===== config.mk =====
export PLATFORM = sky130hd
export DESIGN_NAME = exception_vector_table
export DESIGN_NICKNAME = d
export VERILOG_FILES = /design/src/logic/vector_table_pkg.sv /design/src/logic/exception_vector_table.sv /design/src/logic/priority_store.sv
export SDC_FILE = /design/constraint.sdc
export NUM_CORES = 2
export LEC_CHECK = 0
export BUFFER_PORTS_ARGS = -buffer_cell sky130_fd_sc_hd__buf_2
export CAP_MARGIN = 20
export CORE_MARGIN = 2
export CORE_UTILIZATION = 35
export DETAILED_ROUTE_END_ITERATION = 8
export PLACE_DENSITY = 0.55
export SLEW_MARGIN = 20
export SYNTH_ARGS = -nofsm -noshare
export SYNTH_HDL_FRONTEND = slang
export SYNTH_SLANG_ARGS = --single-unit

===== constraint.sdc =====
create_clock -name clk -period 7.4 [get_ports clk]
set_input_delay 0.37 -clock clk [delete_from_list [all_inputs] [get_ports clk]]
set_output_delay 0.37 -clock clk [all_outputs]
set_load 0.01 [all_outputs]

===== src/logic/vector_table_pkg.sv =====
// constants, types and helpers shared by the exception vector table logic
package vector_table_pkg;

  // ----------------------------------------------------------------
  // widths
  // ----------------------------------------------------------------
  localparam int VEC_W  = 7;   // vector numbers 0..127, table ends at 107
  localparam int PRIO_W = 8;   // programmable priority level width
  localparam int ADDR_W = 32;
  localparam int FPRI_W = PRIO_W + 1; // signed priority, fixed levels negative
  localparam int PRIO_DEPTH = 128;

  // ----------------------------------------------------------------
  // vector numbers
  // ----------------------------------------------------------------
  localparam logic [VEC_W-1:0] VEC_STACK     = 7'h00;
  localparam logic [VEC_W-1:0] VEC_RESET     = 7'h01;
  localparam logic [VEC_W-1:0] VEC_NMI       = 7'h02;
  localparam logic [VEC_W-1:0] VEC_HARDFAULT = 7'h03;
  localparam logic [VEC_W-1:0] VEC_BUSFAULT  = 7'h05;
  localparam logic [VEC_W-1:0] VEC_RSV_LO    = 7'h07;
  localparam logic [VEC_W-1:0] VEC_RSV_HI    = 7'h0a;
  localparam logic [VEC_W-1:0] VEC_RSV_SOLO  = 7'h0d;
  localparam logic [VEC_W-1:0] VEC_IRQ_FIRST = 7'h10; // 16
  localparam logic [VEC_W-1:0] VEC_LAST      = 7'h6b; // 107

  // ----------------------------------------------------------------
  // table base, offsets and relocation limits
  // ----------------------------------------------------------------
  localparam logic [ADDR_W-1:0] BASE_RESET    = 32'h0000_0000;
  localparam logic [ADDR_W-1:0] BASE_MIN      = 32'h0000_0200;
  localparam logic [ADDR_W-1:0] BASE_MAX      = 32'h3fff_fe00;
  localparam int                BASE_ALIGN_LG = 9;   // 512-byte boundary
  localparam logic [ADDR_W-1:0] IRQ_SLOT_OFS  = 32'h0000_0040;
  localparam int                SLOT_LG       = 2;   // 4 bytes per slot

  // ----------------------------------------------------------------
  // priorities
  // ----------------------------------------------------------------
  localparam logic [PRIO_W-1:0] PRIO_RESET     = 8'h00;
  localparam logic [FPRI_W-1:0] PRIO_FIX_RESET = 9'h1fd; // -3
  localparam logic [FPRI_W-1:0] PRIO_FIX_NMI   = 9'h1fe; // -2
  localparam logic [FPRI_W-1:0] PRIO_FIX_HARD  = 9'h1ff; // -1

  // ----------------------------------------------------------------
  // carriers
  // ----------------------------------------------------------------
  typedef struct packed {
    logic              en;
    logic              priv;
    logic [ADDR_W-1:0] base;
  } baseWr_s;

  typedef struct packed {
    logic              en;
    logic [VEC_W-1:0]  vec;
    logic [PRIO_W-1:0] level;
  } prioWr_s;

  typedef struct packed {
    logic              valid;
    logic [VEC_W-1:0]  vec;
    logic [ADDR_W-1:0] addr;
    logic [FPRI_W-1:0] prio;
    logic              fixed;
    logic              reserved;
  } vecAnswer_s;

  typedef struct packed {
    logic clockFail;
    logic control_irq_expansion_error;
    logic external_nonmaskable_input;
    logic control_nonmaskable_watchdog;
  } nmiSrc_s;

  typedef struct packed {
    logic memAccessErr;
    logic ramUncorrErr;
    logic flashUncorrErr;
    logic precise;
  } busErr_s;

  // ----------------------------------------------------------------
  // helpers
  // ----------------------------------------------------------------
  // reserved slots and anything past the end of the table
  function automatic logic isReserved(input logic [VEC_W-1:0] vec);
    return (vec >= VEC_RSV_LO && vec <= VEC_RSV_HI) || vec == VEC_RSV_SOLO
           || vec > VEC_LAST;
  endfunction

  // vectors 0..3 (stack slot and fixed levels) and reserved slots keep no level; everything else in the table is programmable
  function automatic logic isProgrammable(input logic [VEC_W-1:0] vec);
    return vec > VEC_HARDFAULT && !isReserved(vec);
  endfunction

  // slot address from the current base; irq 16 lands on base + 0x40
  function automatic logic [ADDR_W-1:0] slotAddr(input logic [ADDR_W-1:0] base,
                                                 input logic [VEC_W-1:0]  vec);
    logic [ADDR_W-1:0] ofs;
    ofs = {{(ADDR_W-VEC_W-SLOT_LG){1'b0}}, vec, {SLOT_LG{1'b0}}};
    return base + ofs;
  endfunction

endpackage : vector_table_pkg


===== src/logic/exception_vector_table.sv =====
// vector number to table slot, priority and source mapping for the nested interrupt controller
module exception_vector_table
  import vector_table_pkg::*;
(
  input  wire logic             clk,
  input  wire logic             sys_rst,
  input  wire logic             fetchReq,
  input  wire logic [VEC_W-1:0] fetchVec,
  input  wire baseWr_s          baseWr,
  input  wire prioWr_s          prioWr,
  input  wire nmiSrc_s          nmiSrc,
  input  wire busErr_s          busErr,
  output      vecAnswer_s       ans_q,
  output      logic             bootBusy_q,
  output      logic [ADDR_W-1:0] vecBase_q,
  output      logic             baseWrErr_q,
  output      logic             nmiReq_q,
  output      nmiSrc_s          nmiCause_q,
  output      logic             busFaultReq_q,
  output      logic             busFaultPrecise_q
);

  typedef enum logic [1:0] {BOOT_STACK, BOOT_RESET, RUN} boot_e;

  boot_e             state_q;
  boot_e             state_d;
  logic              bootBusy_d;
  logic              reqGo;
  logic [VEC_W-1:0]  reqVec;
  logic              s1Valid_q;
  logic              s1Valid_d;
  logic [VEC_W-1:0]  s1Vec_q;
  logic [VEC_W-1:0]  s1Vec_d;
  logic [PRIO_W-1:0] prioRd;
  vecAnswer_s        ans_d;
  logic [ADDR_W-1:0] vecBase_d;
  logic              baseWrErr_d;
  logic              baseOk;
  logic              nmiReq_d;
  logic              busFaultReq_d;
  logic              busFaultPrecise_d;

  // ----------------------------------------------------------------
  // boot sequencing and request select
  // ----------------------------------------------------------------
  // core lookups wait until the stack and reset slots have been served
  always_comb begin
    state_d = state_q;
    reqGo   = 1'b0;
    reqVec  = fetchVec;
    unique case (state_q)
      BOOT_STACK: begin
        reqGo   = 1'b1;
        reqVec  = VEC_STACK;
        state_d = BOOT_RESET;
      end
      BOOT_RESET: begin
        reqGo   = 1'b1;
        reqVec  = VEC_RESET;
        state_d = RUN;
      end
      RUN: begin
        reqGo = fetchReq;
      end
    endcase
    bootBusy_d = state_d != RUN;
    s1Valid_d  = reqGo;
    s1Vec_d    = reqVec;
  end

  always_ff @(posedge clk) begin
    if (sys_rst) begin
      state_q    <= BOOT_STACK;
      bootBusy_q <= 1'b1;
      s1Valid_q  <= 1'b0;
      s1Vec_q    <= VEC_STACK;
    end else begin
      state_q    <= state_d;
      bootBusy_q <= bootBusy_d;
      s1Valid_q  <= s1Valid_d;
      s1Vec_q    <= s1Vec_d;
    end
  end

  // ----------------------------------------------------------------
  // programmable priority levels
  // ----------------------------------------------------------------
  // writes to fixed or reserved vectors are dropped, not stored
  priority_store u_prio (
    .clk      (clk),
    .sys_rst  (sys_rst),
    .wrEn     (prioWr.en && isProgrammable(prioWr.vec)),
    .wrAddr   (prioWr.vec),
    .wrData   (prioWr.level),
    .rdAddr   (reqVec),
    .rdData_q (prioRd)
  );

  // ----------------------------------------------------------------
  // answer stage
  // ----------------------------------------------------------------
  // slot address uses the base live at answer time, so a relocation
  // lands on the very next answer
  always_comb begin
    ans_d          = '0;
    ans_d.valid    = s1Valid_q;
    ans_d.vec      = s1Vec_q;
    ans_d.addr     = slotAddr(vecBase_q, s1Vec_q);
    ans_d.reserved = isReserved(s1Vec_q);
    ans_d.fixed    = 1'b0;
    ans_d.prio     = {1'b0, prioRd};
    unique case (s1Vec_q)
      VEC_RESET: begin
        ans_d.fixed = 1'b1;
        ans_d.prio  = PRIO_FIX_RESET;
      end
      VEC_NMI: begin
        ans_d.fixed = 1'b1;
        ans_d.prio  = PRIO_FIX_NMI;
      end
      VEC_HARDFAULT: begin
        ans_d.fixed = 1'b1;
        ans_d.prio  = PRIO_FIX_HARD;
      end
      default: begin
        if (!isProgrammable(s1Vec_q)) begin
          ans_d.prio = '0; // stack slot and reserved carry no level
        end
      end
    endcase
  end

  always_ff @(posedge clk) begin
    if (sys_rst) begin
      ans_q <= '0;
    end else begin
      ans_q <= ans_d;
    end
  end

  // ----------------------------------------------------------------
  // table base relocation
  // ----------------------------------------------------------------
  // a bad write leaves the base alone; misalignment is refused rather
  // than silently truncated so software sees its mistake
  always_comb begin
    baseOk = baseWr.priv
             && baseWr.base >= BASE_MIN && baseWr.base <= BASE_MAX
             && baseWr.base[BASE_ALIGN_LG-1:0] == '0;
    vecBase_d   = vecBase_q;
    baseWrErr_d = 1'b0;
    if (baseWr.en) begin
      if (baseOk) begin
        vecBase_d = baseWr.base;
      end else begin
        baseWrErr_d = 1'b1;
      end
    end
  end

  always_ff @(posedge clk) begin
    if (sys_rst) begin
      vecBase_q   <= BASE_RESET;
      baseWrErr_q <= 1'b0;
    end else begin
      vecBase_q   <= vecBase_d;
      baseWrErr_q <= baseWrErr_d;
    end
  end

  // ----------------------------------------------------------------
  // non-maskable and bus fault sources
  // ----------------------------------------------------------------
  // levels pass through one register; the core sees them as async events
  always_comb begin
    nmiReq_d          = |nmiSrc;
    busFaultReq_d     = busErr.memAccessErr || busErr.ramUncorrErr
                        || busErr.flashUncorrErr;
    busFaultPrecise_d = busFaultReq_d && busErr.precise;
  end

  always_ff @(posedge clk) begin
    if (sys_rst) begin
      nmiReq_q          <= 1'b0;
      nmiCause_q        <= '0;
      busFaultReq_q     <= 1'b0;
      busFaultPrecise_q <= 1'b0;
    end else begin
      nmiReq_q          <= nmiReq_d;
      nmiCause_q        <= nmiSrc;
      busFaultReq_q     <= busFaultReq_d;
      busFaultPrecise_q <= busFaultPrecise_d;
    end
  end
endmodule // exception_vector_table


===== src/logic/priority_store.sv =====
// priority level memory for programmable exceptions and interrupts
module priority_store
  import vector_table_pkg::*;
(
  input  wire logic              clk,
  input  wire logic              sys_rst,
  input  wire logic              wrEn,
  input  wire logic [VEC_W-1:0]  wrAddr,
  input  wire logic [PRIO_W-1:0] wrData,
  input  wire logic [VEC_W-1:0]  rdAddr,
  output      logic [PRIO_W-1:0] rdData_q
);

  logic [PRIO_W-1:0] mem_q [PRIO_DEPTH];
  logic [PRIO_W-1:0] rdData_d;

  // ----------------------------------------------------------------
  // read path
  // ----------------------------------------------------------------
  // write-first so a level written this cycle is seen by a same-cycle lookup
  always_comb begin
    rdData_d = mem_q[rdAddr];
    if (wrEn && wrAddr == rdAddr) begin
      rdData_d = wrData;
    end
  end

  // ----------------------------------------------------------------
  // storage
  // ----------------------------------------------------------------
  // every level comes out of reset at the lowest programmable value
  always_ff @(posedge clk) begin
    if (sys_rst) begin
      for (int i = 0; i < PRIO_DEPTH; i++) begin
        mem_q[i] <= PRIO_RESET;
      end
      rdData_q <= PRIO_RESET;
    end else begin
      if (wrEn) begin
        mem_q[wrAddr] <= wrData;
      end
      rdData_q <= rdData_d;
    end
  end

endmodule // priority_store


==> impl_metrics.yaml <==
cts:
  clock_latency_ns: 0.76
  clk_pin_slew_ns: 0.06
  cts_sinks: 1134
  root_buffer: "clkbuf_16"
  ctsHtreeMaxLevel: 3
  cts_tree: "built"
  clockBufferDepth: 3
  cts_buffers: 119
  cts_setup_buffers: 0
floorplanning:
  die_w_um: 383.5
  initial_utilization_pct: 35.17
  core-area_mm2: 0.1433
  die_h_um: 383.5
  die_area_mm2: 0.1470
  io_pins: 160
  row_count: 139
worst_setup_path:
  critPathLaunchType: "flip-flop"
  cp.arrival_ns: 5.32
  critPathKind: "flip-flop to flip-flop"
  reg2regPathDepth: 10
  cp-end-kind: "flip-flop"
  r2r_start: "state_q[1]"
  crit_fanout: 77
  critPathRequiredTime_ns: 8.01
  rrSetupSlack_ns: 2.69
  worstReg2RegEnd: "u_prio.rdData_q[5]"
logic_synthesis:
  syn_area_per_cell_um2: 11.07
  async_flop_share_pct: 0
  synth_cells: 4552
  ys_ff_latch: 1134
  yosys_warnings: 0
  synth_cell_type_count: 54
  synth_ff_type: "edfxtp_1"
  ys_seq_area_share_pct: 65.39
  syn_area_mm2: 0.05040
  synth_edf_count: 1024
sta:
  setup-tns-final_ns: 0
  tightestPinTransition_ns: 1.141
  min_period_over_period_pct: 63.69
  hold_ws_ns: 0.06964
  fmaxAchievable_mhz: 212.2
  finalCriticalPeriod_ns: 4.713
  setup_viol: 0
  final-hold-violation-count: 0
  rsz0062_at_grt: "no"
  setup_slack_ns: 2.687
  slew_headroom_pct: 23.90
  finClkSkew_ns: 0.06276
  drv_slew: 0
global_route:
  overflow: 0
  grt_pass1_wl_um: 217000
  antenna_found_initial: 10
  grt_max_degree: 188
  grt_usage_pct: 19.70
  grt_pass1_vias: 32901
placed_design:
  place_congestion: 0.8868
  pre_cts_slack_ns: 2.781
  place_hpwl_um: 90390
  place_area_mm2: 0.05341
  portBuffers: 159
  numPlacedInstances: 6531
run:
  maxCapViolCount: 0
drt:
  wire_per_inst_um: 21.67
  drc: 0
  ant_nets: 0
  drt_wl_total_um: 147300
  drtIter0Drc: 3561
  vias: 34206
  firstDrtPassIters: 6
  viasPerCell: 5.033
worst_hold_path:
  hp-class: "input pin to flip-flop"
  hold_path_depth: 2
  hold_end: "state_q[1]"
  hold_path.startpoint: "sys_rst"
cells_and_area:
  nets: 4868
  area_delta_synth_final_pct: 14.42
  drive_gt1_share_pct: 10.40
  stdcell_count: 6797
  fin_util_pct: 40.24
  fin_area_mm2: 0.05766
power_and_ir_drop:
  ir_worst_vdd_mv: 0.2141
  power_mw: 15.87
  leakagePower_nw: 21.29
  pwr_density_cell_mw_per_mm2: 275.2
status:
  status: "complete, no violations"
-- routing by layer --
| layer | global-route usage (%) | share of wire (%) | vias up |
|---|---|---|---|
| met5 | 0 | 0.039 | - |
| met4 | 7.778 | 3.6 | 8 |
| met3 | 3.633 | 7.8 | 246 |
| met2 | 30.81 | 45 | 1337 |
| met1 | 27.09 | 43 | 16593 |
| li1 | - | - | 16022 |
-- power breakdown --
| part | total, mW | switching [mW] | internal [mW] |
|---|---|---|---|
| Clock | 5.97 | 2.58 | 3.39 |
| Sequential | 7.48 | 0.130 | 7.35 |
| Combinational | 2.42 | 1.84 | 0.587 |
-- area by class of cell --
| type | instances | area [µm²] |
|---|---|---|
| Tap cell | 1903 | 2381 |
| Sequential cell | 1134 | 32950 |
| Inverter | 9 | 33.78 |
| Clock inverter | 75 | 659.4 |
| Antenna cell | 1 | 2.502 |
| Multi-Input combinational cell | 3286 | 16840 |
| Timing Repair Buffer | 238 | 1602 |
| Fill cell | 13772 | 85640 |
| Clock buffer | 151 | 3192 |
-- state kept, by name, indices dropped and copies added (netlist names), 2 cells and up --
signal	count
state_q	2
vecBase_q	32
ans_q	51
u_prio.rdData_q	8
nmiCause_q	4
s1Vec_q	7
u_prio.mem_q	1024
-- timing repair --
action,in CTS,in global routing
resized for setup,0,0
hold buffers,38,0
endpoints found under the hold margin,36,0
-- synthesized netlist by cell type (2+ instances only) --
cell      number  share of area (%)
nor4_1        12               0.15
edfxtp_1    1024                 61
a21o_1        10               0.15
or4_1          8               0.12
dfxtp_1      110                4.4
nor4bb_1       3              0.060
mux2i_1       22               0.44
buf_4          4              0.060
or2_2        101                1.3
inv_1          8              0.060
nand2_1     1062                7.9
o32ai_1        3              0.052
nand3_1      403                4.0
ha_1          11               0.27
nor4b_1        2              0.035
nand4_1      166                2.1
nor3_1         5              0.050
nor2_2        11               0.14
nand3b_1       3              0.045
and3_1         5              0.062
nor3_2         2              0.040
o21ai_1        2              0.020
nor2b_1       23               0.29
o31ai_1        6              0.089
o41ai_1        2              0.035
o21ai_0        5              0.050
buf_2        118                1.2
nor3b_1        3              0.045
buf_1         29               0.22
or4b_2         2              0.040
or3_1          7              0.087
a21oi_1       23               0.23
clkbuf_1     201                1.5
xnor2_1       19               0.33
nor2_1       152                1.1
a222oi_1       8               0.16
and2_1       811                 10
a31oi_1      140                1.7
o21bai_1      11               0.16
-- worst max path at each step --
stage | from | to | slack (ns) | depth (start not counted)
global route | state_q[1] | u_prio.rdData_q[1] | 2.39 | 10
finish | state_q[1] | u_prio.rdData_q[5] | 2.69 | 10
CTS | state_q[1] | u_prio.rdData_q[1] | 2.77 | 10
floorplan | vecBase_q[2] | ans_q[39] | 4.94 | 11
detailed placement | state_q[1] | u_prio.rdData_q[2] | 2.78 | 10
global placement | state_q[1] | u_prio.rdData_q[5] | 2.84 | 10
-- worst max-delay path, cell delays in order (launching register included) --
cell      delay, ns
dfxtp_1        0.50
inv_1          0.13
ha_1           0.21
nor2_1         0.63
and3_4         0.77
buf_4          0.81
nand3_1        0.16
nand4_1        0.25
nand4_1        0.32
a222oi_1       0.42
a31oi_1        0.12
-- placed cells by master (no fill, tap or decap), drive strengths merged, types with 101 or more instances in the layout --
cell type  count
buf          200
clkbuf       151
or2          101
a31oi        140
dfxtp        110
and2         811
nand3        403
nand4        167
conb         232
nor2         163
nand2       1063
edfxtp      1024
-- logic make-up (layout without fill, tap and decap cells) --
family                     Yosys count  in the layout  share of synthesized area [%]
and+or+nand+nor                   2787           2787                          27.70
AOI/OAI and AO/OA                  212            212                          2.719
muxes                               23             23                         0.4643
buffers and inverters              363            473                          3.064
other                                1            233                       0.007441
DFF                               1134           1134                          65.39
adders and majority gates           12             12                         0.3128
xor gates and xnor gates            20             20                         0.3476
Note: power is estimated with default switching activity, not from simulation.
